<file path="src/plbs_pkg.sv">
// Package for the circular-size and stack-pointer hazard latency block
package plbs_pkg;

    // Writer instruction kinds
    typedef enum logic [3:0] {
        WK_NONE,
        WK_IMM_OR_DMAD,
        WK_CONST_MOVE,
        WK_DD_POP_SP,
        WK_POP_DELAY_BK,
        WK_IMPLICIT_SP,
        WK_STORE
    } plbs_wkind_t;

    // Reader instruction forms
    typedef enum logic [3:0] {
        RF_OTHER,
        RF_MOVE_MAC,
        RF_ALU_SHIFT,
        RF_LOOP_BRANCH,
        RF_FIR_STEP,
        RF_GENERIC
    } plbs_rform_t;

    // Reader category
    typedef enum logic [1:0] {
        CAT_NONE,
        CAT_ONE,
        CAT_TWO
    } plbs_cat_t;

    // Register targets
    localparam logic [1:0] TGT_NONE = 2'h0;
    localparam logic [1:0] TGT_CIRC = 2'h1;
    localparam logic [1:0] TGT_STACK = 2'h2;

    // Extended shift range
    localparam int SHIFT_MIN = -16;
    localparam int SHIFT_MAX = 15;

    // Latency figures (cat I / cat II)
    localparam logic [2:0] LAT_ZERO = 3'h0;
    localparam logic [2:0] LAT_ONE = 3'h1;
    localparam logic [2:0] LAT_TWO = 3'h2;
    localparam logic [2:0] LAT_THREE = 3'h3;

    // Decoded writing instruction
    typedef struct packed {
        logic        valid;
        plbs_wkind_t kind;
        logic [1:0]  target;
        logic        indirect_dest;
    } plbs_wr_t;

    // Decoded reading instruction
    typedef struct packed {
        logic        valid;
        plbs_rform_t form;
        logic        circ_operand;
        logic        direct_operand;
        logic        long_offset;
        logic        ext_shift;
        logic signed [5:0] shift;
        logic        indirect_operand;
    } plbs_rd_t;

endpackage : plbs_pkg

</file>
<file path="src/plbs_latency.sv">
// Hazard latency evaluation for circular-size and stack-pointer writes
`timescale 1ns/1ps
module plbs_latency
    import plbs_pkg::*;
(
    // Clock and reset
    input  wire logic     mclk_i,
    input  wire logic     rstn_i,
    // Instruction stream
    input  wire logic     issue_i,
    input  wire plbs_wr_t wr_i,
    input  wire plbs_rd_t rd_i,
    // Conditions
    input  wire logic     compiler_mode_flag_i,
    input  wire logic     first_exec_update_i,
    input  wire logic     first_aux_long_load_i,
    input  wire logic     interrupt_i,
    // Results
    output logic [2:0]    latency_o,
    output plbs_cat_t     category_o,
    output logic          circ_conflict_o,
    output logic          stack_conflict_o,
    output logic          irq_stack_hazard_o,
    output logic          addr_gen_extra_o,
    output logic          postpone_o
);

    // Hazard detection
    logic       circ_hit;
    logic       stack_hit;
    logic       irq_stack;

    // Reader decode
    logic       shift_ok;
    logic       form_move_mac;
    logic       form_alu_shift;
    logic       form_loop_branch;
    logic       form_fir_step;
    logic       form_generic;
    logic       form_other;

    // Address-generator conflict
    logic       agen_conflict;
    logic       extra_marked;

    // Category per register
    plbs_cat_t  cat_circ;
    plbs_cat_t  cat_stack;
    plbs_cat_t  cat_d;

    // Latency columns and final figure
    logic [2:0] lat_cat_one;
    logic [2:0] lat_cat_two;
    logic [2:0] lat_d;
    logic       extra_d;
    logic [2:0] total_d;

    // Reader form decode
    assign form_move_mac    = (rd_i.form == RF_MOVE_MAC);
    assign form_alu_shift   = (rd_i.form == RF_ALU_SHIFT);
    assign form_loop_branch = (rd_i.form == RF_LOOP_BRANCH);
    assign form_fir_step    = (rd_i.form == RF_FIR_STEP);
    assign form_generic     = (rd_i.form == RF_GENERIC);
    assign form_other       = (rd_i.form == RF_OTHER);

    // Extended shift bound check
    assign shift_ok = rd_i.ext_shift && (rd_i.shift >= 6'(SHIFT_MIN)) && (rd_i.shift <= 6'(SHIFT_MAX));

    // Address-generator conflict of first instruction, suppressed by long-offset loads
    assign agen_conflict = first_exec_update_i && !first_aux_long_load_i;

    // Same-register hazard detection
    assign circ_hit  = wr_i.valid && rd_i.valid && (wr_i.target == TGT_CIRC)
                       && rd_i.circ_operand;
    assign stack_hit = wr_i.valid && rd_i.valid && (wr_i.target == TGT_STACK)
                       && compiler_mode_flag_i && rd_i.direct_operand;

    // Interrupt entry while the writer targets the stack pointer
    assign irq_stack = interrupt_i && wr_i.valid && (wr_i.target == TGT_STACK);

    // Circular-size reader category; any other circular user falls to Category I
    always_comb begin
        cat_circ = CAT_ONE;
        if (form_move_mac) begin
            cat_circ = rd_i.long_offset ? CAT_ONE : CAT_TWO;
        end else if (form_alu_shift && shift_ok) begin
            cat_circ = rd_i.long_offset ? CAT_ONE : CAT_TWO;
        end else if (form_fir_step && rd_i.indirect_operand) begin
            cat_circ = CAT_TWO;
        end else if (form_loop_branch) begin
            cat_circ = CAT_ONE;
        end else if (form_generic || form_other) begin
            cat_circ = CAT_ONE;
        end
    end

    // Stack-pointer reader category; listed direct forms are Category II
    always_comb begin
        cat_stack = CAT_ONE;
        if (form_move_mac) begin
            cat_stack = CAT_TWO;
        end else if (form_alu_shift && shift_ok) begin
            cat_stack = CAT_TWO;
        end
    end

    // Category of the register actually hit; no hit means no latency
    always_comb begin
        cat_d = CAT_NONE;
        if (circ_hit) begin
            cat_d = cat_circ;
        end else if (stack_hit) begin
            cat_d = cat_stack;
        end
    end

    // Latency columns by writer kind; marked kinds may add a conflict cycle
    always_comb begin
        lat_cat_one  = LAT_ZERO;
        lat_cat_two  = LAT_ZERO;
        extra_marked = 1'b0;
        unique case (wr_i.kind)
            WK_IMM_OR_DMAD: begin
                lat_cat_one  = LAT_ONE;
                lat_cat_two  = LAT_ZERO;
                extra_marked = 1'b1;
            end
            WK_CONST_MOVE: begin
                lat_cat_one = LAT_TWO;
                lat_cat_two = LAT_ONE;
            end
            WK_DD_POP_SP, WK_POP_DELAY_BK: begin
                lat_cat_one  = LAT_TWO;
                lat_cat_two  = LAT_ONE;
                extra_marked = 1'b1;
            end
            WK_IMPLICIT_SP: begin
                lat_cat_one = stack_hit ? LAT_ONE : LAT_ZERO;
                lat_cat_two = LAT_ZERO;
            end
            WK_STORE: begin
                lat_cat_one = LAT_THREE;
                lat_cat_two = LAT_TWO;
            end
            default: begin
                lat_cat_one = LAT_ZERO;
                lat_cat_two = LAT_ZERO;
            end
        endcase
    end

    // Column choice by reader category
    always_comb begin
        lat_d   = LAT_ZERO;
        extra_d = 1'b0;
        unique case (cat_d)
            CAT_ONE: begin
                lat_d   = lat_cat_one;
                extra_d = extra_marked && agen_conflict;
            end
            CAT_TWO: begin
                lat_d   = lat_cat_two;
                extra_d = extra_marked && agen_conflict;
            end
            CAT_NONE: begin
                lat_d   = LAT_ZERO;
                extra_d = 1'b0;
            end
            default: begin
                lat_d   = LAT_ZERO;
                extra_d = 1'b0;
            end
        endcase
    end

    // Table figure plus the conflict cycle; three at most, fits three bits
    assign total_d = lat_d + {2'h0, extra_d};

    // Required idle slots; software covers them, there is no stall
    always_ff @(posedge mclk_i or negedge rstn_i) begin
        if (!rstn_i) begin
            latency_o <= LAT_ZERO;
        end else if (issue_i) begin
            latency_o <= total_d;
        end
    end

    // Reader category
    always_ff @(posedge mclk_i or negedge rstn_i) begin
        if (!rstn_i) begin
            category_o <= CAT_NONE;
        end else if (issue_i) begin
            category_o <= cat_d;
        end
    end

    // Circular-size conflict flag
    always_ff @(posedge mclk_i or negedge rstn_i) begin
        if (!rstn_i) begin
            circ_conflict_o <= 1'b0;
        end else if (issue_i) begin
            circ_conflict_o <= circ_hit && (cat_d != CAT_NONE);
        end
    end

    // Stack-pointer conflict flag, direct use or interrupt entry
    always_ff @(posedge mclk_i or negedge rstn_i) begin
        if (!rstn_i) begin
            stack_conflict_o <= 1'b0;
        end else if (issue_i) begin
            stack_conflict_o <= stack_hit || irq_stack;
        end
    end

    // Conflict cycle actually added
    always_ff @(posedge mclk_i or negedge rstn_i) begin
        if (!rstn_i) begin
            addr_gen_extra_o <= 1'b0;
        end else if (issue_i) begin
            addr_gen_extra_o <= extra_d;
        end
    end

    // Interrupt entry next to a stack-pointer write
    always_ff @(posedge mclk_i or negedge rstn_i) begin
        if (!rstn_i) begin
            irq_stack_hazard_o <= 1'b0;
        end else begin
            irq_stack_hazard_o <= irq_stack;
        end
    end

    // Read-stage update after execute-stage update is held one cycle
    always_ff @(posedge mclk_i or negedge rstn_i) begin
        if (!rstn_i) begin
            postpone_o <= 1'b0;
        end else begin
            postpone_o <= issue_i && wr_i.valid && (wr_i.kind == WK_IMM_OR_DMAD) && agen_conflict;
        end
    end

endmodule : plbs_latency

</file>
<file path="config.mk">
export PLATFORM = sky130hd
export DESIGN_NAME = plbs_latency
export DESIGN_NICKNAME = d
export VERILOG_FILES = /design/src/plbs_pkg.sv /design/src/plbs_latency.sv
export SDC_FILE = /design/constraint.sdc
export NUM_CORES = 1
export LEC_CHECK = 0
export ABC_AREA = 1
export ABC_CLOCK_PERIOD_IN_PS = 800
export BUFFER_PORTS_ARGS = -buffer_cell sky130_fd_sc_hd__buf_2
export CAP_MARGIN = 20
export CORE_UTILIZATION = 39
export CTS_BUF_LIST = sky130_fd_sc_hd__clkbuf_16
export DETAILED_ROUTE_END_ITERATION = 8
export PLACE_DENSITY = 0.76
export SYNTH_ARGS = -nofsm -noshare
export SYNTH_HDL_FRONTEND = slang
export SYNTH_SLANG_ARGS = --single-unit
</file>
<file path="constraint.sdc">
create_clock -name mclk_i -period 0.8 [get_ports mclk_i]
set_input_delay 0.04 -clock mclk_i [delete_from_list [all_inputs] [get_ports mclk_i]]
set_output_delay 0.04 -clock mclk_i [all_outputs]
set_load 0.03 [all_outputs]
</file>
== Word level (Yosys, flattened, before mapping) ==
Cells that the tools add are included.
Storage, ports and cells
  flip-flop bits (word level): 10
  bits of input ports: 31
  logic and storage cells: 61
Cells by class
  add/subtract/negate cells: 1
  order comparisons: 2
  equal/unequal tests: 13
  mux-type cells: 14
  reduce and logical (&&, ||, !) cells: 24
Operators by type and width (number)
  1-bit logical AND: 18
  4-bit by 3-bit equality test with 1-bit output, second input constant: 4
  2-bit two-way mux: 8
  4-bit by 2-bit equality test with 1-bit output, second input constant: 3
  4-bit by 1-bit equality test with 1-bit output, second input constant: 2
  2-bit case mux with 4 select lines: 1
  6-bit by 5-bit >= comparator with 1-bit output, second input constant: 1
  6-bit by 5-bit <= comparator with 1-bit output, second input constant: 1
  3-bit case mux with 2 select lines: 1
  3-bit OR reduction: 2
  2-bit by 1-bit equality test with 1-bit output, second input constant: 2
  2-bit equality test, second input constant: 2
  2-bit case mux with 2 select lines: 1
  3-bit by 1-bit adder with 3-bit output: 1
  1-bit two-way mux: 3
  2-bit nonzero test: 1
  2-bit OR reduction: 1
  1-bit logical NOT: 1
  1-bit logical OR: 1

== Longest topological paths before layout ==
Gate-level depths: netlist of the first run.
  depth after elaboration: 12
  mapped depth: 16
  gate-level depth less buffers: 16

== Worst setup path before layout of the first run ==
No wires, ideal clock.
  path kind: in2reg
  start: input rd_i[13] in the netlist's numbering
  end: register latency_o[1]
  arrival time: 1590 ps
  setup slack: -908 ps
  cell stages on the path: 15
  cells stage by stage: nor2_2 inv_2 nor2_2 nand3_1 nand3_2 nand2_4 nand2_2 inv_1 ha_1 nand3_1 inv_1 ha_1 ha_1 nand2_1 nand2_1
Between the ends
  longest elaborated chain between the ends: 10
  elaborated cells between the ends (all ways): 18
  those cells by class: 1 x add/sub; 5 x eq/ne; 9 x mux; 3 x reduce/logical
RTL lines
  start, declared: RTL line plbs_latency.sv:12  | input wire plbs_rd_t rd_i,
  4-bit by 2-bit equality test with 1-bit output or 4-bit by 3-bit equality test with 1-bit output (tied branches): RTL line plbs_latency.sv:60, plbs_latency.sv:62
  1-bit logical AND, on equally long branches: RTL line plbs_latency.sv:86, plbs_latency.sv:102, plbs_latency.sv:88
  2-bit two-way mux, on equally long branches: RTL line plbs_latency.sv:102, plbs_latency.sv:88
  2-bit two-way mux, on equally long branches: RTL line plbs_latency.sv:100, plbs_latency.sv:86
  2-bit two-way mux, on equally long branches: RTL line plbs_latency.sv:112, plbs_latency.sv:84
  2-bit two-way mux (*): RTL line plbs_latency.sv:110  | if (circ_hit) begin
  via cat_d[1]: RTL line plbs_latency.sv:49  | plbs_cat_t cat_d;
  2-bit equality test or 2-bit by 1-bit equality test with 1-bit output (tied branches): RTL line plbs_latency.sv:156  | unique case (cat_d)
  2-bit OR reduction (no line) (*)
  1-bit two-way mux (*)
  via extra_d: RTL line plbs_latency.sv:55  | logic extra_d;
  3-bit by 1-bit adder with 3-bit output (*): RTL line plbs_latency.sv:177  | assign total_d = lat_d + {2'h0, extra_d};
  via total_d[1]: RTL line plbs_latency.sv:56  | logic [2:0] total_d;
  end signal, assigned: RTL line plbs_latency.sv:184  | latency_o <= total_d;
  end, declared: RTL line plbs_latency.sv:19  | output logic [2:0] latency_o,
Mark *: on every way through the listed nets, which the timed path passes. The rest lies on a longest branch.
A chain may end at the register's enable or synchronous reset.

== Worst setup path in the final report of the first run ==
  start: input rd_i[6] in the netlist's numbering
  end: register latency_o[1]
Between the ends
  longest elaborated chain between the ends: 12
  elaborated cells between the ends (all ways): 17
  those cells by class: 1 x add/sub; 2 x order compare; 2 x eq/ne; 8 x mux; 4 x reduce/logical
RTL lines
  6-bit by 5-bit >= comparator with 1-bit output: RTL line plbs_latency.sv:67  | assign shift_ok = rd_i.ext_shift && (rd_i.shift >= 6'(SHIFT_MIN)) && (rd_i.shift <= 6'(SHIFT_MAX));
  1-bit logical AND: RTL line plbs_latency.sv:67
  1-bit logical AND (*): RTL line plbs_latency.sv:67
  1-bit logical AND (*): RTL line plbs_latency.sv:86, plbs_latency.sv:102
  2-bit two-way mux: RTL line plbs_latency.sv:102  | end else if (form_alu_shift && shift_ok) begin
  2-bit two-way mux: RTL line plbs_latency.sv:100  | if (form_move_mac) begin
  2-bit two-way mux: RTL line plbs_latency.sv:112  | end else if (stack_hit) begin
  2-bit two-way mux (*): RTL line plbs_latency.sv:110
  2-bit equality test or 2-bit by 1-bit equality test with 1-bit output (tied branches): RTL line plbs_latency.sv:156
  2-bit OR reduction (no line)
  1-bit two-way mux
  3-bit by 1-bit adder with 3-bit output (*): RTL line plbs_latency.sv:177
  via total_d[1]: RTL line plbs_latency.sv:56
Marked as above.

==> results of run 1 <==
[Yosys cell counts]
library cell | n | share of area, %
o21ai_0 | 2 | 1.3
o21ai_2 | 1 | 1.2
a21oi_1 | 2 | 1.3
a31oi_1 | 1 | 0.83
nor2_2 | 2 | 1.7
nor3_1 | 1 | 0.67
nor2_1 | 8 | 4.0
o21ai_1 | 2 | 1.3
o31ai_1 | 1 | 1.0
clkinv_1 | 1 | 0.50
inv_1 | 19 | 9.5
inv_2 | 3 | 1.5
nand2_1 | 30 | 15
nand3_1 | 7 | 4.7
nand4_1 | 4 | 3.3
dfrtp_1 | 10 | 33
ha_1 | 5 | 8.3
buf_6 | 1 | 1.5
nor3_4 | 1 | 2.2
nand2_4 | 2 | 3.0
nand3_2 | 1 | 1.3
nand2_2 | 3 | 2.5
[stage by stage]
step	utilization (%)	area (sq um)	hold WS [ps]	setup slack (ps)	power, W
2_1_floorplan	-	827	-256	-792	0.000652
3_3_place_gp	60.9	1070	-96.1	-1040	0.000768
3_5_place_dp	60.9	1070	-88.6	-1100	0.000779
4_1_cts	75.9	1340	103	-762	0.00170
5_1_grt	81.6	1440	126	-886	0.00179
6_report	81.6	1440	101	-817	0.00173
[layout make-up]
class,count,share of cell area [%]
tap,25,2.17
sequential,10,17.4
multi-input combinational,73,37.0
clock inverter,1,0.261
timing repair buffer,56,29.9
clock buffer,3,5.21
inverter,23,8.08
[placed cells by master (no fill, tap or decap), drive strengths merged]
master,n
inv,22
clkbuf,3
nand3,8
o21ai,5
nor3,2
clkinv,2
nand2,35
a31oi,1
a21oi,2
buf,55
dfrtp,10
ha,5
nor2,10
nand4,4
dlygate4sd3,1
o31ai,1
[routing by layer]
| layer | wire length, um | part of all wire [%] | global-route usage [%] | up-vias |
|---|---|---|---|---|
| met3 | 153 | 6.1 | 1.19 | 4 |
| met5 | 0 | 0 | 0 | - |
| met4 | 41 | 1.6 | 10.6 | 0 |
| met2 | 1330 | 53 | 45.1 | 39 |
| li1 | - | - | - | 451 |
| met1 | 965 | 39 | 27.1 | 408 |
[critical path: cells and delay by family]
family                   cells  cell delay, ps
AO/OA/AOI/OAI                2             310
AND/OR/NAND/NOR              7             580
adder cells (fa/ha/maj)      3             640
buffers and inverters        2             160
[registers in the layout, indices dropped and copies added (netlist names)]
name / cells
addr_gen_extra_o: 1
category_o: 2
circ_conflict_o: 1
irq_stack_hazard_o: 1
latency_o: 3
postpone_o: 1
stack_conflict_o: 1
[logic make-up after synthesis]
family                     share of synthesized area [%]
DFF                                                 33.3
and+or+nand+nor                                     38.3
adders and majority gates                           8.33
AOI/OAI and AO/OA                                   7.00
buffers and inverters                               13.0
[worst max path at each step]
stage	startpoint	slack, ps	depth (start not counted)	end
6_report	rd_i[6]	-820	14	latency_o[1]
5_1_grt	rd_i[6]	-890	14	latency_o[1]
4_1_cts	rd_i[14]	-760	16	latency_o[1]
3_5_place_dp	wr_i[1]	-1100	14	latency_o[1]
3_3_place_gp	wr_i[1]	-1040	14	latency_o[1]
2_1_floorplan	rd_i[5]	-790	15	latency_o[1]
[timing repair]
item,CTS,global route
setup buffers,8,5
pin swaps,14,14
resized for setup,34,17
hold buffers,1,0
endpoints found under the setup margin,16,18
endpoints found under the hold margin,10,0
[power by group through the flow]
stage | Sequential [W] | Clock [W] | Combinational (W)
final | 0.000522 | 0.000879 | 0.000332
after global routing | 0.000522 | 0.000912 | 0.000361
after CTS | 0.000522 | 0.000880 | 0.000298
after detailed placement | 0.000527 | 0 | 0.000252
after global placement | 0.000526 | 0 | 0.000241
after floorplan | 0.000543 | 0 | 0.000109
==> results by group, run 1 <==
Power and ir drop
  • Pwr dens: 1200 nW/um^2
  • Leak: 0.783 nW
  • Gate power share: 19.2%
  • Sw frac: 23.6%
  • Reg power frac: 30.1%
  • Share of total power in the clock network: 50.7%
  • Peak supply drop: 1150 uV
  • Int Power: 0.00132 W
  • NetSw: 0.000408 W

Job
  • # Max-Cap Violations: 0

Floorplanning
  • Die area: 2100 sq um
  • # IOs: 41
  • Core area: 1760 sq um
  • Die Y: 45.9 um
  • Die X: 45.9 um
  • Initial Utilization: 42.6%
  • FP Rows: 15

Detailed routing
  • WL final: 2490 um
  • Initial DRC Count: 20
  • Mean routed wirelength per cell: 13.0 um
  • Avg Vias per Cell: 4.72
  • Via count: 902
  • Remaining DRCs: 0
  • First-pass iteration count of the detailed router: 4
  • Antenna-violating nets left: 0

Worst setup path
  • Reg2reg setup slack: 30 ps
  • CP Class: in -> reg
  • Worst r2r src: stack_conflict_o
  • Slowest-stage cell, CP: ha_4
  • Most frequent cell on the critical path: ha_4
  • CP Launch Type: input port
  • WP data arrival: 1740 ps
  • Worst reg2reg path endpoint: stack_conflict_o
  • CP endpoint kind: register
  • CP max stage delay: 290 ps
  • Worst-path maximum fanout: 3
  • Reg2Reg Depth: 3
  • CP cell instances: buf_2 > nor2_2 > nor2_4 > nand2_2 > nand2_4 > o21ai_4 > nand2_4 > ha_4 > inv_4 > a21oi_4 > ha_4 > ha_4 > nand2_2 > nand2_1
  • Critical Path RT: 920 ps

Synth
  • Post-Syn Area: 751 sq um
  • Seq/Total Area, Yosys: 33.3%
  • Yosys warning total: 0
  • Synth Net Count: 143
  • Avg Cell Area, Syn: 7.02 sq um
  • Synth unique cells: 22
  • Mapped Cells: 107
  • Synthesized flop and latch total: 10

Clock tree
  • Clock tree sinks: 10
  • Root Buffer: clkbuf_16
  • CTS tree: done
  • Worst skew pair latency: 230 ps
  • Clock Path Buffers: 2
  • Max H-tree Level: 1
  • Clock slew at reported path FFs: 40 ps
  • CTS buffer count: 3

STA
  • Final setup fails: 10
  • Pins over their slew limit: 0
  • Count of final hold-check violations: 0
  • Setup TNS: -3250 ps
  • Tmin final: 1620 ps
  • RSZ-0062 raised after global routing: yes
  • Fin worst setup slack: -817 ps
  • Max-slew headroom: 79.8%
  • Clock skew: 0 ps
  • Period utilization: 202%
  • F_max: 618 MHz
  • Slew @ Worst Pin: 300 ps

Placed design
  • RePlAce Congestion: 0.823
  • Hpwl dp: 1510 um
  • Buffers on Ports: 35
  • Dpl cells: 173

Global route
  • Initial antenna violation count: 0
  • Grt ovf: 0
  • Largest net degree at the start of global routing: 11
  • Vias in the first global route: 866
  • First-pass GRT wire length: 3570 um
  • Tot GR Track Use: 23.9%

Final layout
  • Share of layout cells above drive strength 1: 57.2%
  • Non-Filler Instances: 191
  • FF+latch area: 250 sq um
  • Multi-input logic area: 533 sq um
  • Syn-to-layout area delta: 91.8%
  • Net count, final: 203
  • Number of fill cells in the layout: 120
  • Ant. Diodes: 0

Hold path
  • WHS Endpoint: postpone_o
  • Hold Path Cell Cnt: 4
  • Hold_sp: first_aux_long_load_i
  • Min-Delay Path Class: in -> reg

Outcome
  • Failing checks: negative setup slack
  • Run status: complete, but fails checks
Note: power is estimated with default switching activity, not from simulation.
==> run 2: changes to the inputs <==
Settings changed: BUFFER_PORTS_ARGS -buffer_cell sky130_fd_sc_hd__buf_2 to not set, CAP_MARGIN 20 to not set, CORE_UTILIZATION 39 to 54, DONT_BUFFER_PORTS set to 1, PLACE_DENSITY 0.76 to 0.74.
==> results by group, run 2 (same netlist as run 1, synthesis figures left out) <==
Hold path
  • Hold_sp: issue_i
  • WHS Endpoint: stack_conflict_o
  • Hold Path Cell Cnt: 1 (-3)
  • Min-Delay Path Class: in -> reg

Floorplanning
  • # IOs: 41 (unchanged)
  • Die Y: 39.3 um (-14%)
  • Core area: 1300 sq um (-26%)
  • Die X: 39.3 um (-14%)
  • Die area: 1540 sq um (-27%)
  • FP Rows: 13 (-2)
  • Initial Utilization: 57.7% (+15 points)

Final layout
  • Biggest regs: latency_o: 3 flops, category_o: 2 flops
  • Net count, final: 170 (-16%)
  • Biggest register: latency_o
  • Most common cell after layout, fill and taps aside: nand2_1
  • Commonest non-fill, non-tap cells in the layout: 19 x nand2_1, 13 x inv_1, 13 x buf_4, 10 x dfrtp_1, 9 x nand2_2
  • Non-Filler Instances: 148 (-23%)
  • Share of layout cells above drive strength 1: 48.9% (-8.4 points)
  • Ant. Diodes: 0 (unchanged)
  • Number of fill cells in the layout: 34 (-72%)
  • Syn-to-layout area delta: 64.3%
  • Max reg flops: 3 (unchanged)

Detailed routing
  • WL final: 3380 um (+35%)
  • Avg Vias per Cell: 6.43 (+36%)
  • Antenna-violating nets left: 0 (unchanged)
  • First-pass iteration count of the detailed router: 7 (+3)
  • Mean routed wirelength per cell: 22.8 um (+75%)
  • Via count: 952 (+5.5%)
  • Initial DRC Count: 53 (+170%)
  • Remaining DRCs: 1 (+1)

STA
  • RSZ-0062 raised after global routing: yes
  • Slew @ Worst Pin: 489 ps (+189 ps)
  • F_max: 612 MHz (-0.97%)
  • Tmin final: 1630 ps (+15.9 ps)
  • Pins over their slew limit: 0 (unchanged)
  • Clock skew: 0 ps (unchanged)
  • Max-slew headroom: 67.3% (-12 points)
  • Hold WS: -90.8 ps (-191 ps)
  • Count of final hold-check violations: 7 (+7)
  • Final setup fails: 14 (+4)
  • Period utilization: 204% (+2.0 points)
  • Fin worst setup slack: -833 ps (-15.9 ps)

Worst setup path
  • Crit-path leading delay family: simple AND/OR/NAND/NOR gates
  • WP data arrival: 1760 ps (+20 ps)
  • Worst-path maximum fanout: 3 (unchanged)
  • Worst r2r src: category_o[0]
  • CP Class: in -> reg
  • CP Launch Type: input port
  • Critical Path RT: 930 ps (about the same)
  • CP max stage delay: 290 ps (about the same)
  • CP cell instances: nor2_4 > inv_2 > nor2_4 > nand2_2 > nand2_4 > nand2_4 > nand2_4 > inv_4 > ha_4 > nand3_2 > inv_2 > ha_4 > ha_4 > nand2_2 > nand2_2
  • WP buf/inv: 3 (+1)
  • Worst reg2reg path endpoint: category_o[0]
  • CP endpoint kind: register
  • Slowest-stage cell, CP: ha_4
  • Reg2Reg Depth: 3 (unchanged)
  • Reg2reg setup slack: -30 ps (-60 ps)

Global route
  • Initial antenna violation count: 0 (unchanged)
  • Largest net degree at the start of global routing: 11 (unchanged)
  • Vias in the first global route: 853 (-1.5%)
  • First-pass GRT wire length: 3530 um (-0.98%)
  • Grt ovf: 0 (unchanged)
  • Tot GR Track Use: 35.4% (+12 points)

Clock tree
  • CTS tree: done
  • Clock Path Buffers: 2 (unchanged)
  • CTS buffer count: 3 (unchanged)
  • Hold buffer count at cts: 2 (+1)
  • Clock slew at reported path FFs: 40 ps (about the same)
  • Root Buffer: clkbuf_16
  • Worst skew pair latency: 240 ps (about the same)
  • Clock tree sinks: 10 (unchanged)
  • Max H-tree Level: 1 (unchanged)

Outcome
  • Failing checks: design-rule violations, negative hold slack, negative setup slack
  • Run status: complete, but fails checks

Power and ir drop
  • Peak supply drop: 1150 uV (-0.46%)
  • Leak: 0.649 nW (-17%)
  • Pwr dens: 1340 nW/um^2 (+11%)
  • Total power: 0.00165 W (-4.8%)

Job
  • # Max-Cap Violations: 0 (unchanged)

Placed design
  • Buffers on Ports: 0 (-100%)
  • Hpwl dp: 1300 um (-14%)
  • RePlAce Congestion: 0.716 (-13%)
  • Dpl cells: 135 (-22%)
-- run 2: worst register-to-register path: stages (launching register included) --
cell     delay (ps)
dfrtp_1         380
buf_4           130
nand2_1          90
nand2_1         100
-- run 2: worst max path at each step --
stage	from	end	slack, ps	cells past startpoint
after global routing	rd_i[5]	latency_o[1]	-890	14
after CTS	rd_i[13]	latency_o[1]	-610	15
final	rd_i[14]	latency_o[1]	-830	15
after detailed placement	wr_i[1]	latency_o[1]	-900	13
after global placement	rd_i[13]	latency_o[1]	-870	15
after floorplan	rd_i[5]	latency_o[1]	-790	15
-- run 2: layer usage --
layer / part of all wire, % / routed length (um) / track usage, %
met1: 34 / 1140 / 31.1
met2: 47 / 1590 / 68.8
met3: 12 / 392 / 11.9
met4: 7.6 / 258 / 19.0
met5: 0 / 0 / 0
-- run 2: metrics by stage --
| stage | cell area (sq um) | setup TNS, ps | utilization [%] | worst slack (ps) |
|---|---|---|---|---|
| final | 1230 | -3240 | 94.8 | -833 |
| after global routing | 1230 | -3740 | 94.8 | -893 |
| after CTS | 1180 | -2010 | 90.8 | -615 |
| after detailed placement | 940 | -3470 | 72.2 | -897 |
| after global placement | 940 | -3280 | 72.2 | -865 |
| after floorplan | 827 | -2690 | - | -792 |
-- run 2: final cells by class --
| type | count | area (sq um) | share of cell area (%) |
|---|---|---|---|
| Multi-Input combinational cell | 73 | 562 | 45.5 |
| Tap cell | 15 | 18.8 | 1.52 |
| Clock inverter | 1 | 3.75 | 0.304 |
| Inverter | 23 | 116 | 9.43 |
| Clock buffer | 3 | 75.1 | 6.09 |
| Timing Repair Buffer | 23 | 208 | 16.8 |
| Sequential cell | 10 | 250 | 20.3 |
-- run 2: timing repair --
| action | 4_1_cts | 5_1_grt |
|---|---|---|
| buffers inserted | 6 | 1 |
| pin swaps | 8 | 11 |
| endpoints found under the hold margin | 17 | 7 |
| resized for setup | 26 | 11 |
| endpoints found under the setup margin | 13 | 15 |
-- run 2: report_power, final --
| part | switching, W | internal [W] | leakage, nW |
|---|---|---|---|
| logic | 0.000139 | 0.0000849 | 0.473 |
| clock network | 0.000245 | 0.000656 | 0.0385 |
| registers | 0.00000855 | 0.000516 | 0.138 |
